[src/design/ppd_pkg.sv]
// Shared constants, register map and carrier types of the peer-delay capture bank
package ppd_pkg;

    // ------------------------------------------------------------
    // Register map (byte addresses)
    // ------------------------------------------------------------
    localparam int PPD_ADDR_W = 10;
    localparam logic [9:0] PPD_OFS_SELECT = 10'h100;
    localparam logic [9:0] PPD_OFS_CMD_CTL = 10'h104;
    localparam logic [9:0] PPD_OFS_TX_PARSE = 10'h158;
    localparam logic [9:0] PPD_OFS_PD_SEC = 10'h178;
    localparam logic [9:0] PPD_OFS_PD_NS = 10'h17C;
    localparam logic [9:0] PPD_OFS_PD_CF_HI = 10'h180;
    localparam logic [9:0] PPD_OFS_PD_CF_LO = 10'h184;
    localparam logic [9:0] PPD_OFS_CSUM_CNT = 10'h188;
    localparam logic [9:0] PPD_OFS_FILT_CNT = 10'h18C;

    // ------------------------------------------------------------
    // Field layouts and reset values
    // ------------------------------------------------------------
    localparam int PPD_SEL_BANK_LSB = 0;
    localparam int PPD_SEL_PORT_LSB = 4;
    localparam logic [2:0] PPD_BANK_RX = 3'h1;
    localparam logic [2:0] PPD_BANK_TX = 3'h2;
    localparam logic [2:0] PPD_SEL_BANK_RST = 3'h0;
    localparam logic [1:0] PPD_SEL_PORT_RST = 2'h0;
    localparam int PPD_CTL_ENABLE_BIT = 0;
    localparam int PPD_NS_AUTO_BIT = 31;
    localparam int PPD_SEC_W = 4;
    localparam int PPD_NS_W = 30;
    localparam int PPD_CF_LO_LSB = 16;
    localparam int PPD_CF_LO_W = 16;
    localparam int PPD_TX_PARSE_LSB = 11;
    localparam logic [3:0] PPD_TX_PARSE_RST = 4'hE;
    localparam int PPD_TX_PEER_L2_IDX = 3;
    localparam int PPD_TX_GEN_L2_IDX = 2;
    localparam int PPD_TX_IP129_IDX = 1;
    localparam int PPD_TX_IP130_IDX = 0;

    // ------------------------------------------------------------
    // Recognised destination addresses
    // ------------------------------------------------------------
    localparam logic [47:0] PPD_MAC_L2_PEER = 48'h0180_C200_000E;
    localparam logic [47:0] PPD_MAC_L2_GEN = 48'h011B_1900_0000;
    localparam logic [47:0] PPD_MAC_V4_129 = 48'h0100_5E00_0181;
    localparam logic [47:0] PPD_MAC_V4_130 = 48'h0100_5E00_0182;
    localparam logic [47:0] PPD_MAC_V6_129 = 48'h3333_0000_0181;
    localparam logic [47:0] PPD_MAC_V6_130 = 48'h3333_0000_0182;
    localparam logic [31:0] PPD_IP4_129 = 32'hE000_0181;
    localparam logic [31:0] PPD_IP4_130 = 32'hE000_0182;
    localparam logic [15:0] PPD_IP6_TAIL_129 = 16'h0181;
    localparam logic [15:0] PPD_IP6_TAIL_130 = 16'h0182;
    localparam logic [7:0] PPD_IP6_MCAST = 8'hFF;

    // ------------------------------------------------------------
    // Carrier types
    // ------------------------------------------------------------
    typedef struct packed {
        logic [3:0] capture_seconds;
        logic [29:0] capture_nanoseconds;
        logic [63:0] residence_correction;
    } ppd_pdreq_type;

    typedef struct packed {
        logic valid;
        logic ipv6;
        logic [47:0] dst_mac;
        logic [31:0] ip4_dst;
        logic [127:0] ip6_dst;
    } ppd_tx_frame_type;

    typedef struct packed {
        logic [2:0] bank;
        logic [1:0] port;
    } ppd_select_type;

    // Byte-enable merge of a write into a stored word
    function automatic logic [31:0] ppd_merge(input logic [31:0] old_value,
                                              input logic [31:0] wr_value,
                                              input logic [3:0] be);
        logic [31:0] mask;
        mask = {{8{be[3]}}, {8{be[2]}}, {8{be[1]}}, {8{be[0]}}};
        return (old_value & ~mask) | (wr_value & mask);
    endfunction

endpackage

[src/design/ppd_port_capture.sv]
// Per-port peer-delay capture, drop counters and transmit parse enables
//
// Contract
// - With auto set, a received peer-delay request loads time and correction fields.
// - With auto clear (reset), hardware leaves those fields for software alone.
// - Seconds register: 4-bit writable value in 3:0, zero reset, rest read-only.
// - Nanoseconds register: 30-bit writable value in 29:0, bit 30 read-only.
// - Correction high register holds correction bits 63:32, writable, zero reset.
// - Correction low register keeps bits 31:16 only; bits 15:0 read as reserved.
// - Checksum drop counter counts each ingress drop for bad UDP checksum.
// - Filter drop counter counts each ingress drop by message filtering.
// - Each such dropped packet is also flagged as an errored frame to the MAC.
// - Both drop counters stop at all ones and never wrap.
// - Writing zero clears a counter; a coincident increment may be lost.
// - Parse bit 14, reset one, accepts destination 01:80:C2:00:00:0E.
// - Parse bit 13, reset one, accepts destination 01:1B:19:00:00:00.
// - Parse bit 12, reset one, accepts IPv4 group 224.0.1.129 with its MAC.
// - Parse bit 12 also accepts IPv6 MAC 33:33:00:00:01:81, any-scope ::181.
// - Parse bit 11, reset zero, accepts group 224.0.1.130 and IPv6 ::182.
// - A bank select field picks the bank, a port select field the port instance.
//
// Design decision made here: register access over Avalon-MM.
`timescale 1ns/100ps

module ppd_port_capture #(
    parameter int NUM_PORTS = 3,
    parameter int CNT_W = 32
) (
    // Clock and reset
    input wire logic clk_sys,
    input wire logic resetn,
    // Avalon-MM slave
    input wire logic [ppd_pkg::PPD_ADDR_W-1:0] avs_address,
    input wire logic avs_read,
    input wire logic avs_write,
    input wire logic [31:0] avs_writedata,
    input wire logic [3:0] avs_byteenable,
    output logic [31:0] avs_readdata,
    output logic avs_waitrequest,
    // Receive events per port
    input wire logic [NUM_PORTS-1:0] pdreq_valid,
    input wire ppd_pkg::ppd_pdreq_type [NUM_PORTS-1:0] pdreq_time,
    input wire logic [NUM_PORTS-1:0] csum_drop,
    input wire logic [NUM_PORTS-1:0] filter_drop,
    output logic [NUM_PORTS-1:0] rx_mac_error,
    // Transmit classification per port
    input wire ppd_pkg::ppd_tx_frame_type [NUM_PORTS-1:0] tx_frame,
    output logic [NUM_PORTS-1:0] tx_ptp_valid,
    output logic [NUM_PORTS-1:0] tx_is_ptp,
    // Global state
    output logic ptp_enable
);
    import ppd_pkg::*;

    // ------------------------------------------------------------
    // Storage
    // ------------------------------------------------------------
    localparam logic [CNT_W-1:0] CNT_MAX = {CNT_W{1'b1}};
    localparam logic [CNT_W-1:0] CNT_ONE = {{(CNT_W-1){1'b0}}, 1'b1};

    logic waitrequest_reg;
    logic [31:0] readdata_reg;
    ppd_select_type select_reg;
    logic enable_reg;
    logic [NUM_PORTS-1:0] auto_reg;
    logic [PPD_SEC_W-1:0] sec_reg [NUM_PORTS];
    logic [PPD_NS_W-1:0] ns_reg [NUM_PORTS];
    logic [31:0] cf_hi_reg [NUM_PORTS];
    logic [PPD_CF_LO_W-1:0] cf_lo_reg [NUM_PORTS];
    logic [CNT_W-1:0] csum_cnt_reg [NUM_PORTS];
    logic [CNT_W-1:0] filt_cnt_reg [NUM_PORTS];
    logic [3:0] tx_parse_reg [NUM_PORTS];
    logic [NUM_PORTS-1:0] mac_error_reg;
    logic [NUM_PORTS-1:0] tx_valid_reg;
    logic [NUM_PORTS-1:0] tx_ptp_reg;

    // ------------------------------------------------------------
    // Bus decode
    // ------------------------------------------------------------
    logic req;
    logic wr_fire;
    logic port_ok;
    logic rx_bank;
    logic tx_bank;
    logic [31:0] rd_value;
    logic [31:0] sel_word;

    assign req = avs_read | avs_write;
    // Write lands on the edge where the master sees waitrequest low
    assign wr_fire = avs_write & ~waitrequest_reg;
    assign port_ok = int'(select_reg.port) < NUM_PORTS;
    assign rx_bank = (select_reg.bank == PPD_BANK_RX) & port_ok;
    assign tx_bank = (select_reg.bank == PPD_BANK_TX) & port_ok;
    assign sel_word = {26'h000_0000, select_reg.port, 1'b0, select_reg.bank};

    always_comb begin
        rd_value = 32'h0000_0000;
        case (avs_address)
            PPD_OFS_SELECT: begin
                rd_value = sel_word;
            end
            PPD_OFS_CMD_CTL: begin
                rd_value[PPD_CTL_ENABLE_BIT] = enable_reg;
            end
            PPD_OFS_TX_PARSE: begin
                if (tx_bank) begin
                    rd_value[PPD_TX_PARSE_LSB +: 4] = tx_parse_reg[select_reg.port];
                end
            end
            PPD_OFS_PD_SEC: begin
                if (rx_bank) begin
                    rd_value[PPD_SEC_W-1:0] = sec_reg[select_reg.port];
                end
            end
            PPD_OFS_PD_NS: begin
                if (rx_bank) begin
                    rd_value[PPD_NS_W-1:0] = ns_reg[select_reg.port];
                    rd_value[PPD_NS_AUTO_BIT] = auto_reg[select_reg.port];
                end
            end
            PPD_OFS_PD_CF_HI: begin
                if (rx_bank) begin
                    rd_value = cf_hi_reg[select_reg.port];
                end
            end
            PPD_OFS_PD_CF_LO: begin
                if (rx_bank) begin
                    rd_value[PPD_CF_LO_LSB +: PPD_CF_LO_W] = cf_lo_reg[select_reg.port];
                end
            end
            PPD_OFS_CSUM_CNT: begin
                if (rx_bank) begin
                    rd_value = 32'(csum_cnt_reg[select_reg.port]);
                end
            end
            PPD_OFS_FILT_CNT: begin
                if (rx_bank) begin
                    rd_value = 32'(filt_cnt_reg[select_reg.port]);
                end
            end
            default: begin
                rd_value = 32'h0000_0000;
            end
        endcase
    end

    // ------------------------------------------------------------
    // Avalon handshake: one wait cycle, then a one-cycle answer
    // ------------------------------------------------------------
    always_ff @(posedge clk_sys or negedge resetn) begin
        if (!resetn) begin
            waitrequest_reg <= 1'b1;
        end else if (req && waitrequest_reg) begin
            waitrequest_reg <= 1'b0;
        end else begin
            waitrequest_reg <= 1'b1;
        end
    end

    always_ff @(posedge clk_sys or negedge resetn) begin
        if (!resetn) begin
            readdata_reg <= 32'h0000_0000;
        end else if (avs_read && waitrequest_reg) begin
            readdata_reg <= rd_value;
        end
    end

    // ------------------------------------------------------------
    // Global registers
    // ------------------------------------------------------------
    always_ff @(posedge clk_sys or negedge resetn) begin
        if (!resetn) begin
            select_reg.bank <= PPD_SEL_BANK_RST;
            select_reg.port <= PPD_SEL_PORT_RST;
        end else if (wr_fire && avs_address == PPD_OFS_SELECT && avs_byteenable[0]) begin
            select_reg.bank <= avs_writedata[PPD_SEL_BANK_LSB +: 3];
            select_reg.port <= avs_writedata[PPD_SEL_PORT_LSB +: 2];
        end
    end

    always_ff @(posedge clk_sys or negedge resetn) begin
        if (!resetn) begin
            enable_reg <= 1'b0;
        end else if (wr_fire && avs_address == PPD_OFS_CMD_CTL && avs_byteenable[0]) begin
            enable_reg <= avs_writedata[PPD_CTL_ENABLE_BIT];
        end
    end

    // ------------------------------------------------------------
    // Peer-delay capture registers
    // ------------------------------------------------------------
    // Hardware capture takes precedence over a software write in the same cycle
    always_ff @(posedge clk_sys or negedge resetn) begin
        if (!resetn) begin
            for (int p = 0; p < NUM_PORTS; p++) begin
                sec_reg[p] <= '0;
                ns_reg[p] <= '0;
                cf_hi_reg[p] <= 32'h0000_0000;
                cf_lo_reg[p] <= 16'h0000;
            end
        end else begin
            for (int p = 0; p < NUM_PORTS; p++) begin
                if (auto_reg[p] && pdreq_valid[p]) begin
                    sec_reg[p] <= pdreq_time[p].capture_seconds;
                    ns_reg[p] <= pdreq_time[p].capture_nanoseconds;
                    cf_hi_reg[p] <= pdreq_time[p].residence_correction[63:32];
                    cf_lo_reg[p] <= pdreq_time[p].residence_correction[31:16];
                end else if (wr_fire && rx_bank && select_reg.port == 2'(p)) begin
                    if (avs_address == PPD_OFS_PD_SEC) begin
                        sec_reg[p] <= 4'(ppd_merge(32'(sec_reg[p]), avs_writedata,
                                                   avs_byteenable));
                    end
                    if (avs_address == PPD_OFS_PD_NS) begin
                        ns_reg[p] <= 30'(ppd_merge(32'(ns_reg[p]), avs_writedata,
                                                   avs_byteenable));
                    end
                    if (avs_address == PPD_OFS_PD_CF_HI) begin
                        cf_hi_reg[p] <= ppd_merge(cf_hi_reg[p], avs_writedata,
                                                  avs_byteenable);
                    end
                    if (avs_address == PPD_OFS_PD_CF_LO) begin
                        cf_lo_reg[p] <= 16'(ppd_merge({cf_lo_reg[p], 16'h0000}, avs_writedata,
                                                      avs_byteenable) >> PPD_CF_LO_LSB);
                    end
                end
            end
        end
    end

    // Mode bits are taken as written; software keeps them still while enabled
    always_ff @(posedge clk_sys or negedge resetn) begin
        if (!resetn) begin
            auto_reg <= '0;
        end else begin
            for (int p = 0; p < NUM_PORTS; p++) begin
                if (wr_fire && rx_bank && select_reg.port == 2'(p) &&
                    avs_address == PPD_OFS_PD_NS && avs_byteenable[3]) begin
                    auto_reg[p] <= avs_writedata[PPD_NS_AUTO_BIT];
                end
            end
        end
    end

    // ------------------------------------------------------------
    // Drop counters
    // ------------------------------------------------------------
    // A software write wins over a coincident increment
    always_ff @(posedge clk_sys or negedge resetn) begin
        if (!resetn) begin
            for (int p = 0; p < NUM_PORTS; p++) begin
                csum_cnt_reg[p] <= '0;
            end
        end else begin
            for (int p = 0; p < NUM_PORTS; p++) begin
                if (wr_fire && rx_bank && select_reg.port == 2'(p) &&
                    avs_address == PPD_OFS_CSUM_CNT) begin
                    csum_cnt_reg[p] <= CNT_W'(ppd_merge(32'(csum_cnt_reg[p]), avs_writedata,
                                                        avs_byteenable));
                end else if (csum_drop[p] && csum_cnt_reg[p] != CNT_MAX) begin
                    csum_cnt_reg[p] <= csum_cnt_reg[p] + CNT_ONE;
                end
            end
        end
    end

    always_ff @(posedge clk_sys or negedge resetn) begin
        if (!resetn) begin
            for (int p = 0; p < NUM_PORTS; p++) begin
                filt_cnt_reg[p] <= '0;
            end
        end else begin
            for (int p = 0; p < NUM_PORTS; p++) begin
                if (wr_fire && rx_bank && select_reg.port == 2'(p) &&
                    avs_address == PPD_OFS_FILT_CNT) begin
                    filt_cnt_reg[p] <= CNT_W'(ppd_merge(32'(filt_cnt_reg[p]), avs_writedata,
                                                        avs_byteenable));
                end else if (filter_drop[p] && filt_cnt_reg[p] != CNT_MAX) begin
                    filt_cnt_reg[p] <= filt_cnt_reg[p] + CNT_ONE;
                end
            end
        end
    end

    // Errored-frame report towards the receiving MAC
    always_ff @(posedge clk_sys or negedge resetn) begin
        if (!resetn) begin
            mac_error_reg <= '0;
        end else begin
            mac_error_reg <= csum_drop | filter_drop;
        end
    end

    // ------------------------------------------------------------
    // Transmit parse enables
    // ------------------------------------------------------------
    always_ff @(posedge clk_sys or negedge resetn) begin
        if (!resetn) begin
            for (int p = 0; p < NUM_PORTS; p++) begin
                tx_parse_reg[p] <= PPD_TX_PARSE_RST;
            end
        end else begin
            for (int p = 0; p < NUM_PORTS; p++) begin
                if (wr_fire && tx_bank && select_reg.port == 2'(p) &&
                    avs_address == PPD_OFS_TX_PARSE) begin
                    tx_parse_reg[p] <= 4'(ppd_merge(32'(tx_parse_reg[p]) << PPD_TX_PARSE_LSB,
                                                    avs_writedata, avs_byteenable)
                                          >> PPD_TX_PARSE_LSB);
                end
            end
        end
    end

    // ------------------------------------------------------------
    // Transmit destination classifier
    // ------------------------------------------------------------
    function automatic logic ip6_group(input logic [127:0] addr, input logic [15:0] tail);
        // Any scope nibble is accepted
        return addr[127:120] == PPD_IP6_MCAST && addr[119:116] == 4'h0 &&
               addr[111:16] == 96'h0000_0000_0000_0000_0000_0000 && addr[15:0] == tail;
    endfunction

    function automatic logic ip_group(input ppd_tx_frame_type f,
                                      input logic [47:0] mac4, input logic [31:0] ip4,
                                      input logic [47:0] mac6, input logic [15:0] tail);
        logic v4_hit;
        logic v6_hit;
        v4_hit = !f.ipv6 && f.dst_mac == mac4 && f.ip4_dst == ip4;
        v6_hit = f.ipv6 && f.dst_mac == mac6 && ip6_group(f.ip6_dst, tail);
        return v4_hit || v6_hit;
    endfunction

    logic [NUM_PORTS-1:0] tx_match;

    always_comb begin
        tx_match = '0;
        for (int p = 0; p < NUM_PORTS; p++) begin
            if (tx_parse_reg[p][PPD_TX_PEER_L2_IDX] &&
                tx_frame[p].dst_mac == PPD_MAC_L2_PEER) begin
                tx_match[p] = 1'b1;
            end
            if (tx_parse_reg[p][PPD_TX_GEN_L2_IDX] &&
                tx_frame[p].dst_mac == PPD_MAC_L2_GEN) begin
                tx_match[p] = 1'b1;
            end
            if (tx_parse_reg[p][PPD_TX_IP129_IDX] &&
                ip_group(tx_frame[p], PPD_MAC_V4_129, PPD_IP4_129,
                         PPD_MAC_V6_129, PPD_IP6_TAIL_129)) begin
                tx_match[p] = 1'b1;
            end
            if (tx_parse_reg[p][PPD_TX_IP130_IDX] &&
                ip_group(tx_frame[p], PPD_MAC_V4_130, PPD_IP4_130,
                         PPD_MAC_V6_130, PPD_IP6_TAIL_130)) begin
                tx_match[p] = 1'b1;
            end
        end
    end

    always_ff @(posedge clk_sys or negedge resetn) begin
        if (!resetn) begin
            tx_valid_reg <= '0;
            tx_ptp_reg <= '0;
        end else begin
            for (int p = 0; p < NUM_PORTS; p++) begin
                tx_valid_reg[p] <= tx_frame[p].valid;
                tx_ptp_reg[p] <= tx_frame[p].valid & tx_match[p];
            end
        end
    end

    // ------------------------------------------------------------
    // Outputs
    // ------------------------------------------------------------
    assign avs_waitrequest = waitrequest_reg;
    assign avs_readdata = readdata_reg;
    assign rx_mac_error = mac_error_reg;
    assign tx_ptp_valid = tx_valid_reg;
    assign tx_is_ptp = tx_ptp_reg;
    assign ptp_enable = enable_reg;

endmodule

[config.mk]
export PLATFORM = sky130hd
export DESIGN_NAME = ppd_port_capture
export DESIGN_NICKNAME = d
export VERILOG_FILES = /design/src/design/ppd_pkg.sv /design/src/design/ppd_port_capture.sv
export SDC_FILE = /design/constraint.sdc
export NUM_CORES = 2
export LEC_CHECK = 0
export BUFFER_PORTS_ARGS = -buffer_cell sky130_fd_sc_hd__buf_2
export CAP_MARGIN = 5
export CORE_AREA = 4 4 395 397
export CTS_BUF_LIST = sky130_fd_sc_hd__clkbuf_8 sky130_fd_sc_hd__clkbuf_16
export DETAILED_ROUTE_END_ITERATION = 6
export DIE_AREA = 0 0 399 401
export GPL_ROUTABILITY_DRIVEN = 1
export PLACE_DENSITY_LB_ADDON = 0.05
export SLEW_MARGIN = 0
export SYNTH_ARGS = -nofsm -noshare
export SYNTH_HDL_FRONTEND = slang
export SYNTH_SLANG_ARGS = --single-unit
[constraint.sdc]
create_clock -name clk_sys -period 5 [get_ports clk_sys]
set_clock_uncertainty 0.15 [all_clocks]
set_input_delay 1 -clock clk_sys [delete_from_list [all_inputs] [get_ports clk_sys]]
set_output_delay 1 -clock clk_sys [all_outputs]
set_load 0.01 [all_outputs]
Word-level counts from Yosys, hierarchy flattened
Cells that the tools add are included.

Add/sub/neg operators: 6. $lt $le $gt $ge: 3. Equality and inequality tests: 52. Mux-type cells: 100. Bitwise operators: 54. Reductions and logical operators: 135.

Operator list (number): $mux 32 (30); $eq 48x41->1 const B (12); $and 32x32->32 (13); $or 32x32->32 (12); $mux 30 (12); $eq 48x46->1 const B (6); $logic_not 96->1 (3); $add 32x1->32 const B (6); $bmux 32 s2 (3); $eq 32x32->1 const B (6); $mux 16 (12); $ne 32x32->1 const B (6); $eq 16x9->1 const B (6); $and 30x30->30 (3); $eq 10x9->1 const B (9); $or 30x30->30 (3); $logic_and 1x1->1 (86); $pmux 14 s5 (1); $bmux 30 s2 (1); $mux 4 (15); $and 15x15->15 (3); $or 15x15->15 (3); $reduce_bool 2->1 (21); $pmux 7 s5 (1); 30 further kinds (77).

Register bits after elaboration: 501. Input bits: 983. Output and inout port bits: 43. Word-level logic and storage cells: 382.

Logic depth before layout (Yosys ltp)
Word-level depth: 10. Gate-level depth with buffers: 10. Depth with buffers taken out: 7.

Worst setup path after synthesis
OpenSTA, ideal clock, no wires.

Path type: input -> register. From: input port avs_address[2] (netlist name). To: register with a tool-made name. Setup time: 0.125 ns. Data arrival time: 2.826 ns. Required time: 4.725 ns. Setup slack: 1.899 ns. Stages: 6. Path buffers: 0. Cells stage by stage: or4b_1 nor4_1 and4_1 nand4_2 nor2_2 mux2_2.

RTL lines: start, declared (RTL line ppd_port_capture.sv:33) `input wire logic [ppd_pkg::PPD_ADDR_W-1:0] avs_address,`.

==> metrics.yaml <==
sta:
  tns_ns: 0
  min_period_ns: 3.651
  worst_pin_slew_ns: 1.410
  drv_slew: 0
  period_share_pct: 73.02
  setup_violations: 0
  timing.fmax_mhz: 273.9
  hold_viol: 0
  relSlewSlack_pct: 5.137
  rsz0062_at_grt: "false"
logic_synthesis:
  synthXorXnorAreaFrac_pct: 0
  async_flop_share_pct: 100.0
  synth_edf_count: 0
  synth_top_family_by_area: "simple AND/OR/NAND/NOR gates"
  synth_cells: 3926
  syn_nets: 4915
  ys_ff_latch: 501
  synth-simple-area-share_pct: 26.49
  seq_area_frac_synth_pct: 39.71
  avgSynthCellArea_sq_um: 8.049
  ys_warn_count: 0
  synth-compound-area-share_pct: 23.45
  ys_types: 94
  synthMuxAreaShare_pct: 6.676
  synth_ff_type: "dfrtp_1"
  synth_fa_ha_area_share_pct: 0.2376
  netlist_area_sq_um: 31600
die:
  fp.dieW_microns: 399
  ios: 1026
  die_height_microns: 401
  start_util_pct: 20.80
  num_rows: 143
  die_area_sq_um: 160000
  core-area_sq_um: 151900
placed_design:
  dp.cells: 6822
  port_buffers: 965
  gp_congestion: 0.9885
  dp_hpwl_microns: 196300
setup_path:
  crit_path_start: "sel_word[5]"
  crit_family: "simple AND/OR/NAND/NOR gates"
  slowest_stage: "dfrtp_4"
  cpMostUsedCell: "a21oi_1"
  cpPeakStageDelay_ns: 0.82
  crit_required_ns: 5.43
  worstPathCellList: "nand2b_1 > nor2_2 > buf_4 > nand3_1 > o21ai_1 > a21oi_1 > a21oi_1"
  crit_fanout: 28
  startpoint_type: "flop"
  r2r_cells: 7
  crit_arrival_ns: 4.08
  crit_buf_inv: 1
  timing.rr.start: "sel_word[5]"
  crit_type: "reg2reg"
  cp.depth: 7
  critPathCaptureType: "flop"
  r2r_slack_ns: 1.35
pwr:
  switchingPower_mw: 3.453
  p_sw_share_pct: 30.48
  pwr-share-comb_pct: 14.0
  intPower_mw: 7.876
  powerDensity_nw_per_um2: 271.4
  peakVddDrop_uv: 235.8
  p_clk_share_pct: 46.4
  p_leak_nw: 17.99
  p_seq_share_pct: 39.6
global_routing:
  grt_usage_pct: 28.83
  first_global_vias: 35780
  grt_max_degree: 89
  overflow: 0
  grt_pass1_wl_microns: 318500
  antenna_found_initial: 117
cells_and_area:
  stdcell_count: 6979
  layout_common_cells: "buf_2, a21oi_1, nor2_1"
  fin_nets: 5855
  final_common_cell: "buf_2"
  nFillCells: 16770
  area_growth_pct: 32.12
  drive_gt1_share_pct: 27.16
cts:
  cts_resized: 0
  clock-sinks: 501
  cts_inserted_buffers: 72
  htree_levels: 3
  clockBufferDepth: 3
  cts_setup_buffers: 0
  cts_tree: "yes"
  cts_hold_buf: 0
  cts.clk_slew.worst_paths_ns: 0.06
  cts_root_buffer: "clkbuf_16"
  clk_latency_ns: 0.67
worst_hold_path:
  worstHoldPathType: "in2async"
detailed_routing:
  detail_route.iter0.violations: 3316
  ant_nets: 0
  drcViolationCount: 0
  wl_per_cell_microns: 34.37
  num_vias: 36680
  wl_microns: 239800
  viasPerCell: 5.255
  drtPass1Iterations: 5
job:
  drv_cap: 0
status:
  status: "finished, final reports clean"
-- synth_stat cells (29+ instances only) --
cell | n | area share, %
a311oi_1 | 33 | 0.91
nand3_1 | 123 | 1.9
mux2i_1 | 186 | 5.9
o22ai_1 | 86 | 1.7
nor4_1 | 115 | 2.3
o211ai_1 | 29 | 0.69
clkbuf_1 | 141 | 1.7
o21ai_0 | 192 | 3.0
a21oi_1 | 635 | 10
inv_1 | 30 | 0.36
buf_2 | 68 | 1.1
nor3_1 | 92 | 1.5
nand4_1 | 94 | 1.9
nand2_1 | 411 | 4.9
nor2_1 | 567 | 6.7
a211oi_1 | 61 | 1.4
dfrtp_1 | 491 | 39
and3_1 | 57 | 1.1
-- power by group through the flow --
stage | combinational (mW) | sequential [mW] | clock (mW)
2_1_floorplan | 0.597 | 4.45 | 0
3_3_place_gp | 1.59 | 4.55 | 0
3_5_place_dp | 1.59 | 4.55 | 0
4_1_cts | 1.59 | 4.48 | 5.40
5_1_grt | 1.72 | 4.51 | 5.55
6_report | 1.59 | 4.49 | 5.26
-- per-layer routing --
layer	track usage [%]	vias to the layer above	share of wire, %
met5	0	-	0.082
met3	4.926	384	6.2
met1	37.14	18090	42
met4	10.65	28	4.2
li1	-	16600	-
met2	48.20	1576	48
-- layout make-up --
| cell class | count | area, sq um | area share (%) |
|---|---|---|---|
| Multi-Input combinational cell | 3163 | 18090 | 43.32 |
| Clock inverter | 38 | 294.0 | 0.7042 |
| Inverter | 30 | 112.6 | 0.2697 |
| Clock buffer | 89 | 2058 | 4.930 |
| Antenna cell | 30 | 75.07 | 0.1798 |
| Sequential cell | 501 | 12560 | 30.08 |
| Tap cell | 2030 | 2540 | 6.083 |
| Timing Repair Buffer | 1098 | 6026 | 14.43 |
-- cells by family after synthesis --
| group | Yosys count |
|---|---|
| adder cells (fa/ha/maj) | 6 |
| AND/OR/NAND/NOR | 1704 |
| AO/OA/AOI/OAI | 1245 |
| buffers and inverters | 262 |
| multiplexers | 208 |
| flip-flops | 501 |
-- path summary, 6_finish.rpt --
check / to
worst max-delay path: flop
worst min-delay path: async pin
worst max register to register: flop
worst min register to register: flop
max in group asynchronous: async pin
min in group clk_sys: flop
-- through the flow --
| step | hold WS [ns] | util, % | power, mW | area (sq um) | worst slack (ns) |
|---|---|---|---|---|---|
| after CTS | 0.2767 | 27.44 | 11.47 | 41680 | 1.345 |
| after global placement | 0.3117 | 25.89 | 6.145 | 39320 | 0.8720 |
| after detailed placement | 0.3198 | 25.89 | 6.136 | 39320 | 0.8375 |
| final | 0.2906 | 27.49 | 11.33 | 41750 | 1.349 |
| after global routing | 0.3245 | 27.46 | 11.79 | 41710 | 1.216 |
| after floorplan | 0.2996 | - | 5.045 | 31600 | 1.899 |
(Power assumes the default switching activity.)
